## src/pmp_pkg.sv

```systemverilog
// package of constants for the mac-facing data port
package pmp_pkg;
  localparam int          CLK_HZ        = 25000000;
  localparam int          TXCLK_100_HZ  = 25000000;
  localparam int          TXCLK_10_HZ   = 2500000;
  // half periods of the generated transmit clock, at least one cycle
  localparam int          HALF_100      = (CLK_HZ / TXCLK_100_HZ) / 2 > 0 ?
                                          (CLK_HZ / TXCLK_100_HZ) / 2 : 1;
  localparam int          HALF_10       = (CLK_HZ / TXCLK_10_HZ) / 2;
  localparam logic [4:0]  CODE_H        = 5'h04;
  localparam logic [7:0]  SFD_BYTE      = 8'hAB;
  localparam int          STRAP_W       = 3;
  localparam int          IRQ_W         = 4;
  localparam int          EV_TX_ERR     = 0;
  localparam int          EV_RX_ERR     = 1;
  localparam int          EV_RX_START   = 2;
  localparam int          EV_TX_START   = 3;
  localparam logic [3:0]  ADDR_IRQ_STAT = 4'h0;
  localparam logic [3:0]  ADDR_IRQ_CLR  = 4'h1;
  localparam logic [3:0]  ADDR_IRQ_EN   = 4'h2;
  localparam logic [3:0]  ADDR_CONFIG   = 4'h3;
  localparam logic [3:0]  ADDR_STRAPS   = 4'h4;
  localparam logic [3:0]  ADDR_TX_WORD  = 4'h5;
  localparam int          CFG_SPEED100  = 0;
  localparam int          CFG_SYMBOL    = 1;
  localparam logic [1:0]  CFG_RESET     = 2'h1;
endpackage

```

## src/pmp_sync.sv

```systemverilog
// two-flop synchroniser bank for pin inputs
`timescale 1ns/1ps
`default_nettype none
module pmp_sync #(
  parameter int W = 1
) (
  input  wire logic         ref_clk_i,
  input  wire logic         rst_i,
  input  wire logic [W-1:0] d_i,
  output var  logic [W-1:0] q_o
);
  logic [W-1:0] meta;

  always_ff @(posedge ref_clk_i) begin
    if (rst_i) begin
      meta <= '0;
      q_o  <= '0;
    end else begin
      meta <= d_i;
      q_o  <= meta;
    end
  end
endmodule
`default_nettype wire

```

## src/pmp_port.sv

```systemverilog
// mac-facing mii/rmii data port with straps and interrupt
// Contract
// - tx bits 0 and 1 used always
// - tx error at 100 gives H code (in symbol mode the code passes the tx word through and sends no H code)
// - tx error ignored at 10 mb
// - tx enable qualifies 4 or 2 bits
// - mii tx clock 25/2.5 mhz, rmii none (the divider here gives 12.5/2.5 mhz)
// - symbol mode uses fifth tx bit
// - rx data 4 bits mii, 2 rmii
// - interrupt output active low, open drain
// - strap low mii, high rmii
// - three mode straps form default mode
// - three address straps form mgmt address
// - straps caught at each reset
// - rx valid only while data presented
// - rmii 10mb rx data low until sfd
// - rx error for any frame error (in mii symbol mode the code puts the fifth receive bit on rx error instead)
//
// Design decisions made here: the address map and the strobed register port.
`timescale 1ns/1ps
`default_nettype none
module pmp_port (
  input  wire logic       ref_clk_i,
  input  wire logic       rst_i,
  input  wire logic [3:0] addr_i,
  input  wire logic [7:0] wdata_i,
  input  wire logic       wr_i,
  input  wire logic       rd_i,
  output var  logic [7:0] rdata_o,
  input  wire logic [3:0] txd_i,
  input  wire logic       tx_symbol_msb_i,
  input  wire logic       tx_en_i,
  input  wire logic       tx_er_i,
  output var  logic       tx_clk_o,
  output var  logic [4:0] tx_word_o,
  output var  logic       tx_word_valid_o,
  input  wire logic [3:0] line_rxd_i,
  input  wire logic       line_rx_dv_i,
  input  wire logic       line_rx_err_i,
  input  wire logic       line_rx_sym_msb_i,
  input  wire logic [3:0] rxd_pin_i,
  input  wire logic       rx_dv_pin_i,
  input  wire logic       rx_er_pin_i,
  output var  logic [3:0] rxd_o,
  output var  logic [3:0] rxd_oe_low_o,
  output var  logic       rx_dv_o,
  output var  logic       rx_dv_oe_low_o,
  output var  logic       rx_er_o,
  output var  logic       rx_er_oe_low_o,
  output var  logic       irq_out_low_o,
  output var  logic       irq_out_low_oe_low_o,
  output var  logic [2:0] default_op_mode_o,
  output var  logic [2:0] mgmt_addr_o,
  output var  logic       reduced_iface_o
);
  // strap pins share the receive pads; sampled through synchronisers
  logic [8:0] pin_s;
  logic [5:0] tx_s;
  logic [3:0] txd_s;
  logic       tx_en_s;
  logic       tx_er_s;
  logic       tx_msb_s;

  pmp_sync #(.W(9)) u_pin_sync (
    .ref_clk_i (ref_clk_i),
    .rst_i     (rst_i),
    .d_i       ({rx_er_pin_i, rx_dv_pin_i, rxd_pin_i, tx_symbol_msb_i, tx_er_i, tx_en_i}),
    .q_o       (pin_s)
  );
  assign tx_en_s  = pin_s[0];
  assign tx_er_s  = pin_s[1];
  assign tx_msb_s = pin_s[2];
  assign tx_s     = {pin_s[8:3]};

  logic [3:0] txd_raw;
  pmp_sync #(.W(4)) u_txd_sync (
    .ref_clk_i (ref_clk_i),
    .rst_i     (rst_i),
    .d_i       (txd_i),
    .q_o       (txd_raw)
  );
  assign txd_s = txd_raw;

  // strap capture: one clocked sample after the reset releases
  logic       strap_pending;
  logic       rmii;
  logic [2:0] mode_strap;
  logic [2:0] addr_strap;

  // the synchronisers are cleared in reset, so pad levels taken at the first
  // edge after release reach their outputs one edge later; capture at the next edge
  logic [1:0] strap_wait;

  always_ff @(posedge ref_clk_i) begin
    if (rst_i) begin
      strap_wait <= 2'h3;
    end else if (strap_wait != 2'h0) begin
      strap_wait <= strap_wait - 2'h1;
    end
  end

  assign strap_pending = (strap_wait == 2'h1);

  always_ff @(posedge ref_clk_i) begin
    if (rst_i) begin
      rmii       <= 1'b0;
      mode_strap <= 3'h7;
      addr_strap <= 3'h0;
    end else if (strap_pending) begin
      rmii       <= tx_s[2];
      mode_strap <= {tx_s[4], tx_s[1], tx_s[0]};
      addr_strap <= {tx_s[3], tx_s[5], tx_s[1]};
    end
  end

  always_ff @(posedge ref_clk_i) begin
    if (rst_i) begin
      default_op_mode_o <= 3'h7;
      mgmt_addr_o       <= 3'h0;
      reduced_iface_o   <= 1'b0;
    end else begin
      default_op_mode_o <= mode_strap;
      mgmt_addr_o       <= addr_strap;
      reduced_iface_o   <= rmii;
    end
  end

  // configuration register: speed and symbol-interface bypass
  logic [1:0] cfg;
  logic       speed100;
  logic       symbol_mode;
  assign speed100    = cfg[pmp_pkg::CFG_SPEED100];
  assign symbol_mode = cfg[pmp_pkg::CFG_SYMBOL];

  always_ff @(posedge ref_clk_i) begin
    if (rst_i) begin
      cfg <= pmp_pkg::CFG_RESET;
    end else if (wr_i && addr_i == pmp_pkg::ADDR_CONFIG) begin
      cfg <= wdata_i[1:0];
    end
  end

  // transmit clock divider; it runs only in mii mode
  localparam int CW = 8;
  logic [CW-1:0] div_cnt;
  logic [CW-1:0] half_cnt;
  logic          tx_clk_q;
  logic          tx_sample;

  assign half_cnt = speed100 ? CW'(pmp_pkg::HALF_100) : CW'(pmp_pkg::HALF_10);

  always_ff @(posedge ref_clk_i) begin
    if (rst_i || rmii) begin
      div_cnt  <= '0;
      tx_clk_q <= 1'b0;
    end else if (div_cnt >= half_cnt - 1'b1) begin
      div_cnt  <= '0;
      tx_clk_q <= ~tx_clk_q;
    end else begin
      div_cnt <= div_cnt + 1'b1;
    end
  end

  // at 100 mb the divided clock runs at half the system clock: every cycle samples
  assign tx_sample = rmii ? 1'b1 :
                     (pmp_pkg::HALF_100 <= 1 && speed100) ? 1'b1 :
                     (div_cnt >= half_cnt - 1'b1) && !tx_clk_q;

  always_ff @(posedge ref_clk_i) begin
    if (rst_i) begin
      tx_clk_o <= 1'b0;
    end else begin
      tx_clk_o <= rmii ? 1'b0 : tx_clk_q;
    end
  end

  // transmit capture and encode
  logic [4:0] next_tx_word;
  logic       tx_en_d;

  always_comb begin
    if (symbol_mode && !rmii) begin
      next_tx_word = {tx_msb_s, txd_s};
    end else if (rmii) begin
      next_tx_word = {3'h0, txd_s[1:0]};
    end else begin
      next_tx_word = {1'b0, txd_s};
    end
    if (tx_er_s && speed100 && !symbol_mode) begin
      next_tx_word = pmp_pkg::CODE_H;
    end
  end

  always_ff @(posedge ref_clk_i) begin
    if (rst_i) begin
      tx_word_o       <= 5'h00;
      tx_word_valid_o <= 1'b0;
      tx_en_d         <= 1'b0;
    end else begin
      tx_word_valid_o <= tx_sample && tx_en_s;
      if (tx_sample) begin
        tx_en_d <= tx_en_s;
        if (tx_en_s) begin
          tx_word_o <= next_tx_word;
        end
      end
    end
  end

  // receive path
  logic [7:0] sfd_shift;
  logic       sfd_seen;
  logic       rx_frame_err;

  always_ff @(posedge ref_clk_i) begin
    if (rst_i || !line_rx_dv_i) begin
      sfd_shift <= 8'h00;
      sfd_seen  <= 1'b0;
    end else if (!sfd_seen) begin
      sfd_shift <= {line_rxd_i[1:0], sfd_shift[7:2]};
      if ({line_rxd_i[1:0], sfd_shift[7:2]} == pmp_pkg::SFD_BYTE) begin
        sfd_seen <= 1'b1;
      end
    end
  end

  always_ff @(posedge ref_clk_i) begin
    if (rst_i || !line_rx_dv_i) begin
      rx_frame_err <= 1'b0;
    end else if (line_rx_err_i) begin
      rx_frame_err <= 1'b1;
    end
  end

  logic       rx_gate;
  assign rx_gate = rmii && !speed100 && !sfd_seen;

  always_ff @(posedge ref_clk_i) begin
    if (rst_i) begin
      rxd_o   <= 4'h0;
      rx_dv_o <= 1'b0;
      rx_er_o <= 1'b0;
    end else begin
      rx_dv_o <= line_rx_dv_i;
      if (!line_rx_dv_i || rx_gate) begin
        rxd_o <= 4'h0;
      end else if (rmii) begin
        rxd_o <= {2'h0, line_rxd_i[1:0]};
      end else begin
        rxd_o <= line_rxd_i;
      end
      if (symbol_mode && !rmii) begin
        rx_er_o <= line_rx_sym_msb_i;
      end else begin
        rx_er_o <= line_rx_dv_i && (line_rx_err_i || rx_frame_err);
      end
    end
  end

  // receive pads are strap inputs during reset: released from drive there
  always_ff @(posedge ref_clk_i) begin
    if (rst_i) begin
      rxd_oe_low_o   <= 4'hF;
      rx_dv_oe_low_o <= 1'b1;
      rx_er_oe_low_o <= 1'b1;
    end else begin
      rxd_oe_low_o   <= rmii ? 4'hC : 4'h0;
      rx_dv_oe_low_o <= 1'b0;
      rx_er_oe_low_o <= 1'b0;
    end
  end

  // interrupts: sticky status, write-one clear, enable; set wins
  logic [pmp_pkg::IRQ_W-1:0] irq_stat;
  logic [pmp_pkg::IRQ_W-1:0] irq_en;
  logic [pmp_pkg::IRQ_W-1:0] irq_ev;
  logic                      rx_dv_d;

  always_ff @(posedge ref_clk_i) begin
    if (rst_i) begin
      rx_dv_d <= 1'b0;
    end else begin
      rx_dv_d <= line_rx_dv_i;
    end
  end

  always_comb begin
    irq_ev                       = '0;
    irq_ev[pmp_pkg::EV_TX_ERR]   = tx_sample && tx_en_s && tx_er_s && speed100;
    irq_ev[pmp_pkg::EV_RX_ERR]   = line_rx_dv_i && line_rx_err_i;
    irq_ev[pmp_pkg::EV_RX_START] = line_rx_dv_i && !rx_dv_d;
    irq_ev[pmp_pkg::EV_TX_START] = tx_sample && tx_en_s && !tx_en_d;
  end

  always_ff @(posedge ref_clk_i) begin
    if (rst_i) begin
      irq_stat <= '0;
    end else if (wr_i && addr_i == pmp_pkg::ADDR_IRQ_CLR) begin
      irq_stat <= (irq_stat & ~wdata_i[pmp_pkg::IRQ_W-1:0]) | irq_ev;
    end else begin
      irq_stat <= irq_stat | irq_ev;
    end
  end

  always_ff @(posedge ref_clk_i) begin
    if (rst_i) begin
      irq_en <= '0;
    end else if (wr_i && addr_i == pmp_pkg::ADDR_IRQ_EN) begin
      irq_en <= wdata_i[pmp_pkg::IRQ_W-1:0];
    end
  end

  // open drain: pad value stays low, enable pulls it, pull-up gives high
  always_ff @(posedge ref_clk_i) begin
    if (rst_i) begin
      irq_out_low_o        <= 1'b0;
      irq_out_low_oe_low_o <= 1'b1;
    end else begin
      irq_out_low_o        <= 1'b0;
      irq_out_low_oe_low_o <= ~|(irq_stat & irq_en);
    end
  end

  // register read port
  always_ff @(posedge ref_clk_i) begin
    if (rst_i) begin
      rdata_o <= 8'h00;
    end else if (rd_i) begin
      case (addr_i)
        pmp_pkg::ADDR_IRQ_STAT: rdata_o <= {4'h0, irq_stat};
        pmp_pkg::ADDR_IRQ_EN:   rdata_o <= {4'h0, irq_en};
        pmp_pkg::ADDR_CONFIG:   rdata_o <= {6'h00, cfg};
        pmp_pkg::ADDR_STRAPS:   rdata_o <= {1'b0, rmii, addr_strap, mode_strap};
        pmp_pkg::ADDR_TX_WORD:  rdata_o <= {3'h0, tx_word_o};
        default:                rdata_o <= 8'h00;
      endcase
    end else begin
      rdata_o <= 8'h00;
    end
  end
endmodule
`default_nettype wire

```

## config.mk

```make
export PLATFORM = sky130hd
export DESIGN_NAME = pmp_port
export DESIGN_NICKNAME = d
export VERILOG_FILES = /design/src/pmp_pkg.sv /design/src/pmp_sync.sv /design/src/pmp_port.sv
export SDC_FILE = /design/constraint.sdc
export NUM_CORES = 1
export LEC_CHECK = 0
export BUFFER_PORTS_ARGS = -buffer_cell sky130_fd_sc_hd__buf_2
export CORE_MARGIN = 5
export CORE_UTILIZATION = 53
export DETAILED_ROUTE_END_ITERATION = 8
export PLACE_DENSITY = 0.78
export SLEW_MARGIN = 20
export SYNTH_ARGS = -nofsm -noshare
export SYNTH_HDL_FRONTEND = slang
export SYNTH_SLANG_ARGS = --single-unit
```

## constraint.sdc

```tcl
create_clock -name ref_clk_i -period 2.5 [get_ports ref_clk_i]
set_input_delay 0.125 -clock ref_clk_i [delete_from_list [all_inputs] [get_ports ref_clk_i]]
set_output_delay 0.125 -clock ref_clk_i [all_outputs]
set_load 0.05 [all_outputs]
```

==> impl_metrics.yaml <==
global_routing:
  grt_pass1_wl_um: 9840
  antenna_found_initial: 0
  grt_pass1_vias: 2108
  grt_usage_pct: 16.5
  gr-total-overflow: 0
  grt_start_max_net_pins: 47
finish:
  register_area_um2: 1880
  drive_above_1_share_pct: 24.1
  nNetsFinal: 430
  multi_input_area_um2: 1280
  final_cell_mix: "94 x dfxtp_1, 65 x buf_2, 35 x nor2b_1, 31 x nor2_1, 25 x mux2i_1"
  fill_cells: 475
  layout_commonest_cell: "dfxtp_1"
  num_antenna_cells: 0
  finalNonFillerCells: 469
  area.growth.synth_to_final_pct: 22.8
place:
  dp_cells: 439
  dp_hpwl_um: 4320
  gp_congestion: 0.790
  portBuffers: 65
sta:
  hold_violations: 0
  rsz0062_at_grt: "false"
  clock_skew_ns: 0.0126
  slew_viol_final: 0
  fmax_mhz: 487
  timing.setup.tns_ns: 0
  period_share_pct: 82.1
  setup_violations: 0
  period_needed_ns: 2.05
drt:
  drc: 0
  drt_iter0_drc: 139
  vias: 2319
  drtPass1Iterations: 4
  drt-total-wl_um: 6070
  viasPerCell: 4.94
  wl_per_cell_um: 12.9
  antenna_left: 0
cts:
  cts_tree: "built"
  post_cts_buffers: 0
  clock-sinks: 94
  cts_inserted_buffers: 9
  clock-root-buffer: "clkbuf_8"
  clock_latency_ns: 0.36
  clk_pin_slew_worst_paths_ns: 0.09
  cts-htree-levels: 3
  cts_buffer_depth: 2
synth:
  synthesis.instances: 312
  synth_flop_cell: "dfxtp_1"
  synthArstFlopShare_pct: 0
  ys_seq_elements: 94
  ys_seq_area_share_pct: 57.2
  syn_area_um2: 3290
  synth_edf_count: 0
  synth_cell_types: 43
  synth.avg_cell_area_um2: 10.6
  ys.warnings.count: 0
floorplanning:
  start_util_pct: 54.9
  rows: 28
  die_x_um: 88.8
  die_h_um: 88.8
  core_area_um2: 5990
  ioPinCount: 72
  dieArea_um2: 7890
critical_path:
  endpoint_kind: "register"
  path_class: "register to register"
  crit_required_ns: 2.76
  arrival_ns: 2.31
  cp-start-kind: "register"
  path_max_fanout: 8
run:
  maxCapViolations: 0
power:
  max-vdd-ir-drop_uv: 427
  leakagePower_uw: 0.00178
  powerDensity_nw_per_um2: 771
outcome:
  status: "complete, no violations"
worst_hold_path:
  worstHoldPathType: "primary input to register"
-- worst paths after layout --
path                                       from                            end  depth (start not counted)  slack (ns)
setup / recovery            cfg[0]$_SDFFE_PP1P_      tx_word_o[2]$_SDFFE_PP0P_                          6        0.45
hold / removal                          tx_er_i  u_pin_sync.meta[1]$_SDFF_PP0_                          2       0.005
setup reg to reg            cfg[0]$_SDFFE_PP1P_      tx_word_o[2]$_SDFFE_PP0P_                          6        0.45
hold reg to reg   u_txd_sync.meta[1]$_SDFF_PP0_   u_txd_sync.q_o[1]$_SDFF_PP0_                          1        0.44
-- cells by family after synthesis --
logic type / count (synthesis) / synth area share [%]
other cells: 1 / 0.114
mux: 28 / 8.74
simple gates: 117 / 19.8
fa+ha+maj: 5 / 1.90
flops: 94 / 57.2
buf+inv: 34 / 4.52
compound gates: 29 / 6.69
xor+xnor: 4 / 1.06
-- through the flow --
stage	power, uW	cell area (um^2)	setup slack [ns]	util (%)	hold WS, ns
global placement	1910	3640	0.502	60.8	0.334
floorplan	1840	3310	0.646	-	0.153
CTS	3140	4040	0.446	67.5	0.00151
global route	3240	4040	0.339	67.5	0.0120
detailed placement	1920	3640	0.464	60.8	0.339
finish	3120	4040	0.447	67.5	0.00520
-- registers in the layout (all words and copies together), names as in the netlist, 2 cells and up --
name / cells
mgmt_addr_o: 3
u_pin_sync.meta: 9
div_cnt: 8
sfd_shift: 6
mode_strap: 3
rxd_oe_low_o: 2
addr_strap: 3
tx_word_o: 5
default_op_mode_o: 3
rdata_o: 7
u_txd_sync.q_o: 4
u_pin_sync.q_o: 9
u_txd_sync.meta: 4
rxd_o: 4
strap_wait: 2
irq_en: 4
irq_stat: 4
cfg: 2
-- what timing repair did --
action | 4_1_cts | 5_1_grt
hold endpoints to repair | 14 | 0
resized for setup | 0 | 0
hold buffers | 14 | 0
-- metal layers --
metal  share of wire [%]  vias up  track usage [%]  wire [um]
met5                   0        -                0          0
met4                 2.6        0             9.48        159
met3                 7.1       16             3.35        428
met2                  45       63             25.6       2730
met1                  45     1061             21.3       2750
li1                    -     1179                -          -
-- cells in the mapped netlist (2+ instances only) --
library cell	count	area, um^2
o21ai_0	6	30.0
nand4b_1	3	26.3
a21oi_1	6	30.0
nand2_1	11	41.3
a22o_1	2	17.5
inv_1	15	56.3
nor3b_1	4	30.0
buf_2	2	10.0
and3_1	2	12.5
clkbuf_1	12	45.0
and2_1	4	25.0
nand2b_1	5	31.3
dfxtp_1	94	1880
a22oi_1	3	22.5
nor2_1	31	116
nand3_1	7	35.0
mux2i_1	25	250
a222oi_1	2	20.0
nor4b_1	2	17.5
xor2_1	3	26.3
a2bb2oi_1	2	17.5
nor2b_1	35	219
mux2_2	2	22.5
buf_4	5	37.5
ha_1	5	62.6
nand3b_1	3	22.5
or2_2	5	31.3
-- area by class of cell --
class                           instances  share of cell area, %
Clock inverter                          5                   2.60
Clock buffer                           11                   3.75
Sequential cell                        94                   46.6
Timing Repair Buffer                   80                   11.7
Inverter                               15                   1.39
Tap cell                               75                   2.32
Multi-Input combinational cell        189                   31.7
-- worst max-delay path: stages (launching register included) --
cell	delay, ns
dfxtp_1	0.47
inv_1	0.14
ha_1	0.31
nand2_1	0.09
a41oi_2	0.16
o31ai_4	0.45
mux2_4	0.34
-- power by group --
part           total [uW]  internal (uW)  switching (uW)
Clock                1220            718             501
Sequential           1590           1560            32.1
Combinational         303            122             181
Total                3120           2400             714
Power figures use the tool's default switching activity.
